$ cat src/ctp_pkg.sv
`default_nettype none
package ctp_pkg;

  // Clock and link timing.
  localparam int CLK_PERIOD_NS = 10;
  localparam int BIT_TIME_NS   = 2000;
  localparam int BIT_CYC       = BIT_TIME_NS / CLK_PERIOD_NS;
  localparam int POLL_TIME_US  = 1000;

  // Client addressing and transaction bytes.
  localparam int         CLIENT_COUNT = 4;
  localparam logic [7:0] CLIENT_BASE  = 8'h30;
  localparam logic [7:0] WR_LEN       = 8'h01;
  localparam logic [7:0] RD_LEN       = 8'h02;
  localparam logic [7:0] CMD_DOM0     = 8'h01;
  localparam logic [7:0] CMD_DOM1     = 8'h02;

  // Thermal payload field positions.
  localparam int PAY_SIGN = 15;
  localparam int PAY_HI   = 12;
  localparam int PAY_LO   = 6;

  // Register offsets.
  localparam logic [7:0] REG_REF_SUPPLY = 8'h1E;
  localparam logic [7:0] REG_VALUE0     = 8'h20;
  localparam logic [7:0] REG_HIGH0      = 8'h24;
  localparam logic [7:0] REG_LOW0       = 8'h28;
  localparam logic [7:0] REG_STATUS     = 8'h2C;
  localparam logic [7:0] REG_CONFIG     = 8'h2D;

  // Configuration fields.
  localparam int CFG_POLL_EN  = 0;
  localparam int CFG_ALERT_EN = 1;

  // Reset values and supply threshold.
  localparam logic [7:0] VALUE_RST  = 8'h80;
  localparam logic [7:0] HIGH_RST   = 8'h00;
  localparam logic [7:0] LOW_RST    = 8'h80;
  localparam logic [7:0] CONFIG_RST = 8'h03;
  localparam logic [7:0] SUPPLY_RST = 8'h00;
  localparam logic [7:0] SUPPLY_MIN = 8'h40;

  // One register access from the management bus engine.
  typedef struct packed {
    logic       wr;
    logic [7:0] addr;
    logic [7:0] wdata;
  } ctp_reg_req_t;

  typedef enum logic [2:0] {
    S_IDLE  = 3'b000,
    S_ADDR  = 3'b001,
    S_WLEN  = 3'b010,
    S_RLEN  = 3'b011,
    S_CMD   = 3'b100,
    S_RDLO  = 3'b101,
    S_RDHI  = 3'b110,
    S_STORE = 3'b111
  } ctp_state_t;

endpackage
`default_nettype wire

$ cat src/ctp_peci_readout.sv
`timescale 1ns/1ns
`default_nettype none
module ctp_peci_readout
  import ctp_pkg::*;
#(
  parameter int POLL_CYC    = POLL_TIME_US * 1000 / CLK_PERIOD_NS,
  parameter int NUM_CLIENTS = CLIENT_COUNT
)(
  input  wire logic         clk,
  input  wire logic         rst,
  input  wire ctp_reg_req_t reg_req,
  input  wire logic         reg_valid,
  output logic [7:0]        reg_rdata,
  input  wire logic [7:0]   supply_code,
  input  wire logic         supply_valid,
  input  wire logic         peci_in,
  output logic              peci_out,
  output logic              peci_oe,
  output logic              smbalert_n
);

  localparam int CIW = $clog2(NUM_CLIENTS);
  localparam logic [CIW-1:0] LAST_CLIENT = CIW'(NUM_CLIENTS - 1);

  ctp_state_t           state;
  ctp_state_t           next_state;
  logic [7:0]           next_byte;
  logic                 issued;
  logic                 start;
  logic                 rx_mode;
  logic [7:0]           tx_byte;
  logic                 done;
  logic [7:0]           rx_byte;
  logic [CIW-1:0]       client;
  logic                 dom;
  logic [31:0]          poll_cnt;
  logic [7:0]           payload_lo;
  logic [7:0]           cur_red;
  logic [7:0]           best;
  logic [7:0]           hot;
  logic [7:0]           ref_supply;
  logic                 supply_ok;
  logic [7:0]           cfg;
  logic [7:0]           rd_mux;
  logic [7:0]           value [NUM_CLIENTS];
  logic [7:0]           high  [NUM_CLIENTS];
  logic [7:0]           low   [NUM_CLIENTS];
  logic [NUM_CLIENTS-1:0] oor;
  logic [NUM_CLIENTS-1:0] status;
  logic                 wr_en;

  assign wr_en = reg_valid && reg_req.wr;

  // Reference supply sample comes from the converter on this clock.
  always_ff @(posedge clk) begin
    if (rst) begin
      ref_supply <= SUPPLY_RST;
    end else if (supply_valid) begin
      ref_supply <= supply_code;
    end
  end

  assign supply_ok = ref_supply >= SUPPLY_MIN;

  assign hot = (dom && ($signed(best) > $signed(cur_red))) ? best : cur_red;

  // Byte sent by each write step and state that follows each link step.
  always_comb begin
    next_byte  = 8'h00;
    next_state = S_IDLE;
    unique case (state)
      S_ADDR: begin
        next_byte  = CLIENT_BASE + 8'(client);
        next_state = S_WLEN;
      end
      S_WLEN: begin
        next_byte  = WR_LEN;
        next_state = S_RLEN;
      end
      S_RLEN: begin
        next_byte  = RD_LEN;
        next_state = S_CMD;
      end
      S_CMD: begin
        next_byte  = dom ? CMD_DOM1 : CMD_DOM0;
        next_state = S_RDLO;
      end
      S_RDLO: next_state = S_RDHI;
      S_RDHI: next_state = S_STORE;
      S_IDLE, S_STORE: next_state = S_IDLE;
    endcase
  end

  // Poll sequencer: one read per domain, then the hotter one is stored.
  always_ff @(posedge clk) begin
    if (rst) begin
      state      <= S_IDLE;
      issued     <= 1'b0;
      start      <= 1'b0;
      rx_mode    <= 1'b0;
      tx_byte    <= 8'h00;
      client     <= '0;
      dom        <= 1'b0;
      poll_cnt   <= 32'h0000_0000;
      payload_lo <= 8'h00;
      cur_red    <= VALUE_RST;
      best       <= VALUE_RST;
      for (int i = 0; i < NUM_CLIENTS; i++) begin
        value[i] <= VALUE_RST;
      end
    end else begin
      start <= 1'b0;
      unique case (state)
        S_IDLE: begin
          if (poll_cnt == 32'(POLL_CYC - 1)) begin
            poll_cnt <= 32'h0000_0000;
            if (cfg[CFG_POLL_EN] && supply_ok) begin
              state  <= S_ADDR;
              client <= '0;
              dom    <= 1'b0;
            end
          end else begin
            poll_cnt <= poll_cnt + 32'h0000_0001;
          end
        end
        S_ADDR, S_WLEN, S_RLEN, S_CMD, S_RDLO, S_RDHI: begin
          if (!issued) begin
            start   <= 1'b1;
            issued  <= 1'b1;
            tx_byte <= next_byte;
            rx_mode <= (state == S_RDLO) || (state == S_RDHI);
          end else if (done) begin
            issued <= 1'b0;
            state  <= next_state;
            if (state == S_RDLO) begin
              payload_lo <= rx_byte;
            end
            // keep sign and bits 12 to 6
            if (state == S_RDHI) begin
              cur_red <= {rx_byte[PAY_SIGN-8], rx_byte[PAY_HI-8:0],
                          payload_lo[7:PAY_LO]};
            end
          end
        end
        S_STORE: begin
          if (!dom) begin
            best  <= cur_red;
            dom   <= 1'b1;
            state <= S_ADDR;
          end else begin
            value[client] <= hot;
            dom           <= 1'b0;
            if (client == LAST_CLIENT) begin
              state <= S_IDLE;
            end else begin
              client <= client + 1'b1;
              state  <= S_ADDR;
            end
          end
        end
      endcase
    end
  end

  // Per-reading limits and sticky status, write one to clear.
  for (genvar i = 0; i < NUM_CLIENTS; i++) begin : g_chan
    assign oor[i] = ($signed(value[i]) > $signed(high[i])) ||
                    ($signed(value[i]) <= $signed(low[i]));
    always_ff @(posedge clk) begin
      if (rst) begin
        high[i]   <= HIGH_RST;
        low[i]    <= LOW_RST;
        status[i] <= 1'b0;
      end else begin
        if (wr_en && reg_req.addr == REG_HIGH0 + 8'(i)) begin
          high[i] <= reg_req.wdata;
        end
        if (wr_en && reg_req.addr == REG_LOW0 + 8'(i)) begin
          low[i] <= reg_req.wdata;
        end
        if (oor[i]) begin
          status[i] <= 1'b1;
        end else if (wr_en && reg_req.addr == REG_STATUS &&
                     reg_req.wdata[i]) begin
          status[i] <= 1'b0;
        end
      end
    end
  end

  // Configuration register.
  always_ff @(posedge clk) begin
    if (rst) begin
      cfg <= CONFIG_RST;
    end else if (wr_en && reg_req.addr == REG_CONFIG) begin
      cfg <= reg_req.wdata;
    end
  end

  // Read decode; unmapped offsets read as zero.
  always_comb begin
    rd_mux = 8'h00;
    if (reg_req.addr == REG_REF_SUPPLY) rd_mux = ref_supply;
    if (reg_req.addr == REG_STATUS) rd_mux = 8'(status);
    if (reg_req.addr == REG_CONFIG) rd_mux = cfg;
    for (int i = 0; i < NUM_CLIENTS; i++) begin
      if (reg_req.addr == REG_VALUE0 + 8'(i)) rd_mux = value[i];
      if (reg_req.addr == REG_HIGH0 + 8'(i)) rd_mux = high[i];
      if (reg_req.addr == REG_LOW0 + 8'(i)) rd_mux = low[i];
    end
  end

  // Registered read data and alert output.
  always_ff @(posedge clk) begin
    if (rst) begin
      reg_rdata  <= 8'h00;
      smbalert_n <= 1'b1;
    end else begin
      reg_rdata  <= rd_mux;
      smbalert_n <= !(cfg[CFG_ALERT_EN] && (|status));
    end
  end

  ctp_bit_engine #(
    .CYC (BIT_CYC)
  ) u_bits (
    .clk     (clk),
    .rst     (rst),
    .start   (start),
    .rx_mode (rx_mode),
    .tx_byte (tx_byte),
    .pin_in  (peci_in),
    .done    (done),
    .rx_byte (rx_byte),
    .pin_out (peci_out),
    .pin_oe  (peci_oe)
  );
endmodule
`default_nettype wire

$ cat src/ctp_bit_engine.sv
`timescale 1ns/1ns
`default_nettype none
module ctp_bit_engine
  import ctp_pkg::*;
#(
  parameter int CYC = BIT_CYC
)(
  input  wire logic       clk,
  input  wire logic       rst,
  input  wire logic       start,
  input  wire logic       rx_mode,
  input  wire logic [7:0] tx_byte,
  input  wire logic       pin_in,
  output logic            done,
  output logic [7:0]      rx_byte,
  output logic            pin_out,
  output logic            pin_oe
);

  localparam logic [7:0] QTR  = 8'(CYC / 4 - 1);
  localparam logic [7:0] HALF = 8'(CYC / 2 - 1);
  localparam logic [7:0] TQTR = 8'(CYC * 3 / 4 - 1);
  localparam logic [7:0] LAST = 8'(CYC - 1);

  logic       pin_meta;
  logic       pin_sync;
  logic       busy;
  logic       mode;
  logic [7:0] cyc;
  logic [2:0] bit_idx;
  logic [7:0] shreg;

  // Two-stage synchroniser for the shared wire.
  always_ff @(posedge clk) begin
    pin_meta <= pin_in;
    pin_sync <= pin_meta;
  end

  assign rx_byte = shreg;

  // Bit timing: every bit opens with a driven high phase; a zero falls
  // at one quarter, a one at three quarters. On receive the wire is
  // released after the quarter and sampled at the half.
  always_ff @(posedge clk) begin
    if (rst) begin
      busy    <= 1'b0;
      mode    <= 1'b0;
      cyc     <= 8'h00;
      bit_idx <= 3'h0;
      shreg   <= 8'h00;
      done    <= 1'b0;
      pin_out <= 1'b0;
      pin_oe  <= 1'b0;
    end else begin
      done <= 1'b0;
      if (!busy) begin
        if (start) begin
          busy    <= 1'b1;
          mode    <= rx_mode;
          cyc     <= 8'h00;
          bit_idx <= 3'h7;
          shreg   <= tx_byte;
          pin_out <= 1'b1;
          pin_oe  <= 1'b1;
        end
      end else begin
        cyc <= cyc + 8'h01;
        if (cyc == QTR) begin
          if (mode) begin
            pin_oe <= 1'b0;
          end else if (!shreg[7]) begin
            pin_out <= 1'b0;
          end
        end
        if (cyc == HALF && mode) begin
          shreg <= {shreg[6:0], pin_sync};
        end
        if (cyc == TQTR && !mode) begin
          pin_out <= 1'b0;
        end
        if (cyc == LAST) begin
          cyc <= 8'h00;
          if (bit_idx == 3'h0) begin
            busy    <= 1'b0;
            done    <= 1'b1;
            pin_oe  <= 1'b0;
            pin_out <= 1'b0;
          end else begin
            bit_idx <= bit_idx - 3'h1;
            pin_out <= 1'b1;
            pin_oe  <= 1'b1;
            if (!mode) begin
              shreg <= {shreg[6:0], 1'b0};
            end
          end
        end
      end
    end
  end

endmodule
`default_nettype wire

$ cat config.mk
export PLATFORM = sky130hd
export DESIGN_NAME = ctp_peci_readout
export DESIGN_NICKNAME = d
export VERILOG_FILES = /design/src/ctp_pkg.sv /design/src/ctp_peci_readout.sv /design/src/ctp_bit_engine.sv
export SDC_FILE = /design/constraint.sdc
export NUM_CORES = 1
export LEC_CHECK = 0
export BUFFER_PORTS_ARGS = -buffer_cell sky130_fd_sc_hd__buf_2
export CAP_MARGIN = 30
export CORE_UTILIZATION = 50
export DETAILED_ROUTE_END_ITERATION = 8
export HOLD_SLACK_MARGIN = 0.03
export PLACE_DENSITY = 0.66
export SYNTH_ARGS = -nofsm -noshare
export SYNTH_HDL_FRONTEND = slang
export SYNTH_SLANG_ARGS = --single-unit
$ cat constraint.sdc
create_clock -name clk -period 2.7 [get_ports clk]
set_input_delay 0.135 -clock clk [delete_from_list [all_inputs] [get_ports clk]]
set_output_delay 0.135 -clock clk [all_outputs]
set_load 0.05 [all_outputs]
==> results by group <==
Floorplanning
  • Core Footprint: roughly 0.023 mm2
  • Die footprint: between 0.02 and 0.025 mm2
  • Die X: about 160 um
  • Cell row count: 55
  • Starting Density: 0.516
  • Die height: 156 um
  • IO Pins: 41

Synth
  • Proportion of synthesized area in mux cells: 0.0382
  • Ys async rst share: 0
  • Sequential area share after synthesis: 0.442
  • Netlist Area Pre-Place: about 0.012 mm2
  • Synth Flop Type: dfxtp_1
  • Simple-Gate Fraction of Synth Area: 0.229
  • Mapped Cells: 1300
  • Largest family of logic cells by synthesized area: simple AND/OR/NAND/NOR gates
  • Number of synthesis warnings: 0
  • Synth Area in XOR/XNOR: 0.0215
  • Synthesized area per cell: just over 9 um2
  • Post-Synth Adder-Cell Area: 0.0826
  • Seq cells post-synth: about 210
  • Post-Syn Nets: ~1400
  • Post-synth EDFFs: 96
  • Top cells by area, synth: edfxtp_1 (24%), dfxtp_1 (20%), ha_1 (8.3%)
  • Area leader, netlist: edfxtp_1
  • Distinct cell type count after synthesis: 73
  • Top cell type's share of synthesized area: 0.244
  • Synth Area in Compound Gates: 0.141

Critical path
  • Worst Path Arrival: 2.67 ns
  • Critical Path Sink: value[2][5]
  • Kind of critical path: flip-flop to flip-flop
  • Critical path depth in cells: 8
  • Critical-path cell list: inv_1, ha_1, o311ai_0, a41oi_1, o22ai_2, buf_4, mux2i_1, nor2_1
  • Worst R2R Start: cur_red[6]
  • Worst EP required: about 3.0 ns
  • Type of destination of the critical path: flip-flop
  • Crit start category: flip-flop
  • Max incr delay on CP: about 0.49 ns
  • Crit-path slowest cell: mux2i_1
  • R2r endpoint: value[2][5]
  • Top cell family by delay on the critical path: compound AO/OA/AOI/OAI gates
  • Critical path fanouts, max: 4
  • Worst reg2reg setup slack: 0.30 ns
  • Crit path buf inv count: 2
  • Crit path launch: cur_red[6]
  • Worst r2r path cells: 8

GRT
  • Initial antenna violation count: 0
  • Global-route wire length before repair: a little over 50000 um
  • Tot GR Track Use: 0.278
  • GRT Residual Overflow: 0
  • Largest net degree at the start of global routing: just over 100
  • Vias in the first global route: approximately 9400

STA
  • TNS Setup: 0 ns
  • Hold Slack: around 0.046 ns
  • FMAX: about 420 MHz
  • Setup violators final: 0
  • RSZ-0062 raised after global routing: no
  • Tmin final: 2.40 ns
  • Final period util: 0.888
  • Max Clock Skew: 0.0129 ns
  • Slew Viols, Final: 0
  • Slew @ Worst Pin: 0.927 ns
  • Worst slew margin: 0.377
  • Final Hold Viols: 0

Cells and area
  • Final Net Count: ~1500
  • Area Growth Syn to Fin: 13.7%
  • Layout cells sized above 1: 0.0978
  • N_diodes: 0
  • Final core utilization: 0.586
  • FILL cells: ~2100
  • Final non-filler cell area: approximately 0.013 mm2

Detailed routing
  • Routed WL: around 33000 um
  • DR vias: 9919
  • Routed Antenna Nets: 0
  • Starting DRT DRC Count: 1068
  • Routed wire per std cell: ~19 um
  • # DRC: 0
  • Vias per Instance: between 5 and 6
  • Drt first pass iters: 6

Clock network
  • CTS clk-pin slew, worst paths: around 0.06 ns
  • Hold_buf cts: 15
  • CTS Buf Count: 24
  • H-tree Lvls: 1
  • CTS root buf: clkbuf_16
  • CTS Buffer Depth: 3
  • CTS sink cnt: between 200 and 250
  • CTS tree: done
  • Clk_lat worst skew: ~0.54 ns
  • Resized Gates After CTS: 0
  • Post-CTS Setup Bufs: 0

Pwr
  • Leak: about 5.1 nW
  • Maximum vdd drop: between 400 and 500 uV
  • Total power: between 7 and 8 mW
  • P per Cell Area: approximately 560 mW/mm2

Min path
  • Worst hold path class: input port to flip-flop
  • Hold path depth: 3

Place
  • I/O Buffers: 40
  • Post-DP HPWL: about 24000 um
  • Cell Area, Placed: between 0.01 and 0.015 mm2
  • GP Congestion: between 1 and 1.5

Job
  • Max cap viols: 0

Outcome
  • Status: complete, no violations
==> metal layers <==
| metal | up-vias | share of wire | global-route usage | wire length (um) |
|---|---|---|---|---|
| met4 | 0 | 0.043 | 0.114 | 1430 |
| li1 | 4788 | - | - | - |
| met2 | 371 | 0.45 | 0.452 | 14800 |
| met3 | 95 | 0.072 | 0.0461 | 2370 |
| met1 | 4665 | 0.44 | 0.369 | 14400 |
| met5 | - | 0 | 0 | 0 |
==> Yosys cell counts, drive strengths merged (4+ instances only) <==
library cell  number
o22ai             13
xnor2             13
nor2b             28
nand3             47
nand2b            18
or3               17
o21ai             67
nand4             17
xor2              16
a21oi             88
nor3b              5
clkbuf            39
a311oi             6
o31ai              4
nand2             84
buf               17
a31oi              6
mux2i             44
o211ai            14
a211o              6
nor4              14
a211oi            10
nor2             178
o2111ai            4
a22oi              5
nor3              29
o21bai             6
a32oi              4
or2                5
edfxtp            96
ha                78
and3               9
dfxtp            117
nand3b             4
and2              63
inv               82
==> worst min-delay path by stage <==
| stage | from | endpoint |
|---|---|---|
| finish | supply_valid | ref_supply[0] |
| global placement | peci_in | u_bits.pin_meta |
| detailed placement | peci_in | u_bits.pin_meta |
| global route | reg_req[1] | cfg[1] |
| floorplan | peci_in | u_bits.pin_meta |
| CTS | supply_valid | ref_supply[0] |
==> layout make-up <==
cell class                 count  area, um2  share of cell area
tap                          313        392              0.0291
timing repair buffer          92        643              0.0479
inverter                      82        308              0.0229
multi-input combinational    949       6050               0.450
clock buffer                  26        608              0.0453
clock inverter                18        209              0.0155
sequential                   213       5230               0.389
==> registers in the layout (all words and copies together), names as in the netlist, 2 cells and up <==
signal          flops
best                8
cfg                 8
client              2
cur_red             8
high               32
low                32
payload_lo          2
poll_cnt           32
ref_supply          8
reg_rdata           8
state               3
status              4
tx_byte             3
u_bits.bit_idx      3
u_bits.cyc          8
u_bits.rx_byte      8
value              32
==> where the power goes <==
part | total [mW] | internal [mW] | leakage, nW | switching, mW
logic | 0.567 | 0.213 | 2.86 | 0.354
registers | 3.54 | 3.45 | 1.87 | 0.0886
clock network | 3.36 | 2.02 | 0.397 | 1.34
==> worst register-to-register path, cell delays in order (launching register included) <==
cell and delay, ns:
dfxtp_1 0.38, inv_1 0.06, ha_1 0.30, o311ai_0 0.35, a41oi_1 0.10, o22ai_2 0.17
buf_4 0.17, mux2i_1 0.49, nor2_1 0.11
==> cells in the final DEF, fill, tap and decap left out, types with 6 or more instances in the layout <==
cell type | Yosys | final
a211o_1 | 6 | 6
a211oi_1 | 10 | 10
a21oi_1 | 87 | 87
a311oi_1 | 6 | 6
a31oi_1 | 6 | 6
and2_1 | 63 | 63
and3_1 | 9 | 9
buf_2 | 9 | 39
buf_4 | 0 | 37
clkbuf_16 | 0 | 24
clkinv_1 | 0 | 7
dfxtp_1 | 117 | 117
dlygate4sd3_1 | 0 | 15
edfxtp_1 | 96 | 96
ha_1 | 78 | 78
inv_1 | 82 | 82
mux2i_1 | 44 | 44
nand2_1 | 84 | 84
nand2b_1 | 18 | 18
nand3_1 | 47 | 47
nand4_1 | 16 | 16
nor2_1 | 178 | 178
nor2b_1 | 28 | 28
nor3_1 | 25 | 25
nor4_1 | 12 | 12
o211ai_1 | 14 | 14
o21ai_0 | 67 | 67
o21bai_1 | 6 | 6
o22ai_1 | 12 | 12
or3_1 | 17 | 17
xnor2_1 | 13 | 13
xor2_1 | 16 | 16
==> per-stage QoR <==
step,instances,setup WS [ns]
6_report,1693,0.302
5_1_grt,1693,0.146
4_1_cts,1693,0.280
3_5_place_dp,1634,0.286
3_3_place_gp,1634,0.308
2_1_floorplan,1300,0.529
==> logic make-up (layout without fill, tap and decap cells) <==
| group | after synthesis | count (layout) |
|---|---|---|
| adder cells (fa/ha/maj) | 78 | 78 |
| flip-flops | 213 | 213 |
| AO/OA/AOI/OAI | 264 | 264 |
| buffers and inverters | 138 | 218 |
| AND/OR/NAND/NOR | 533 | 533 |
| XOR/XNOR | 29 | 29 |
| multiplexers | 45 | 45 |
Note: power is estimated with default switching activity, not from simulation.
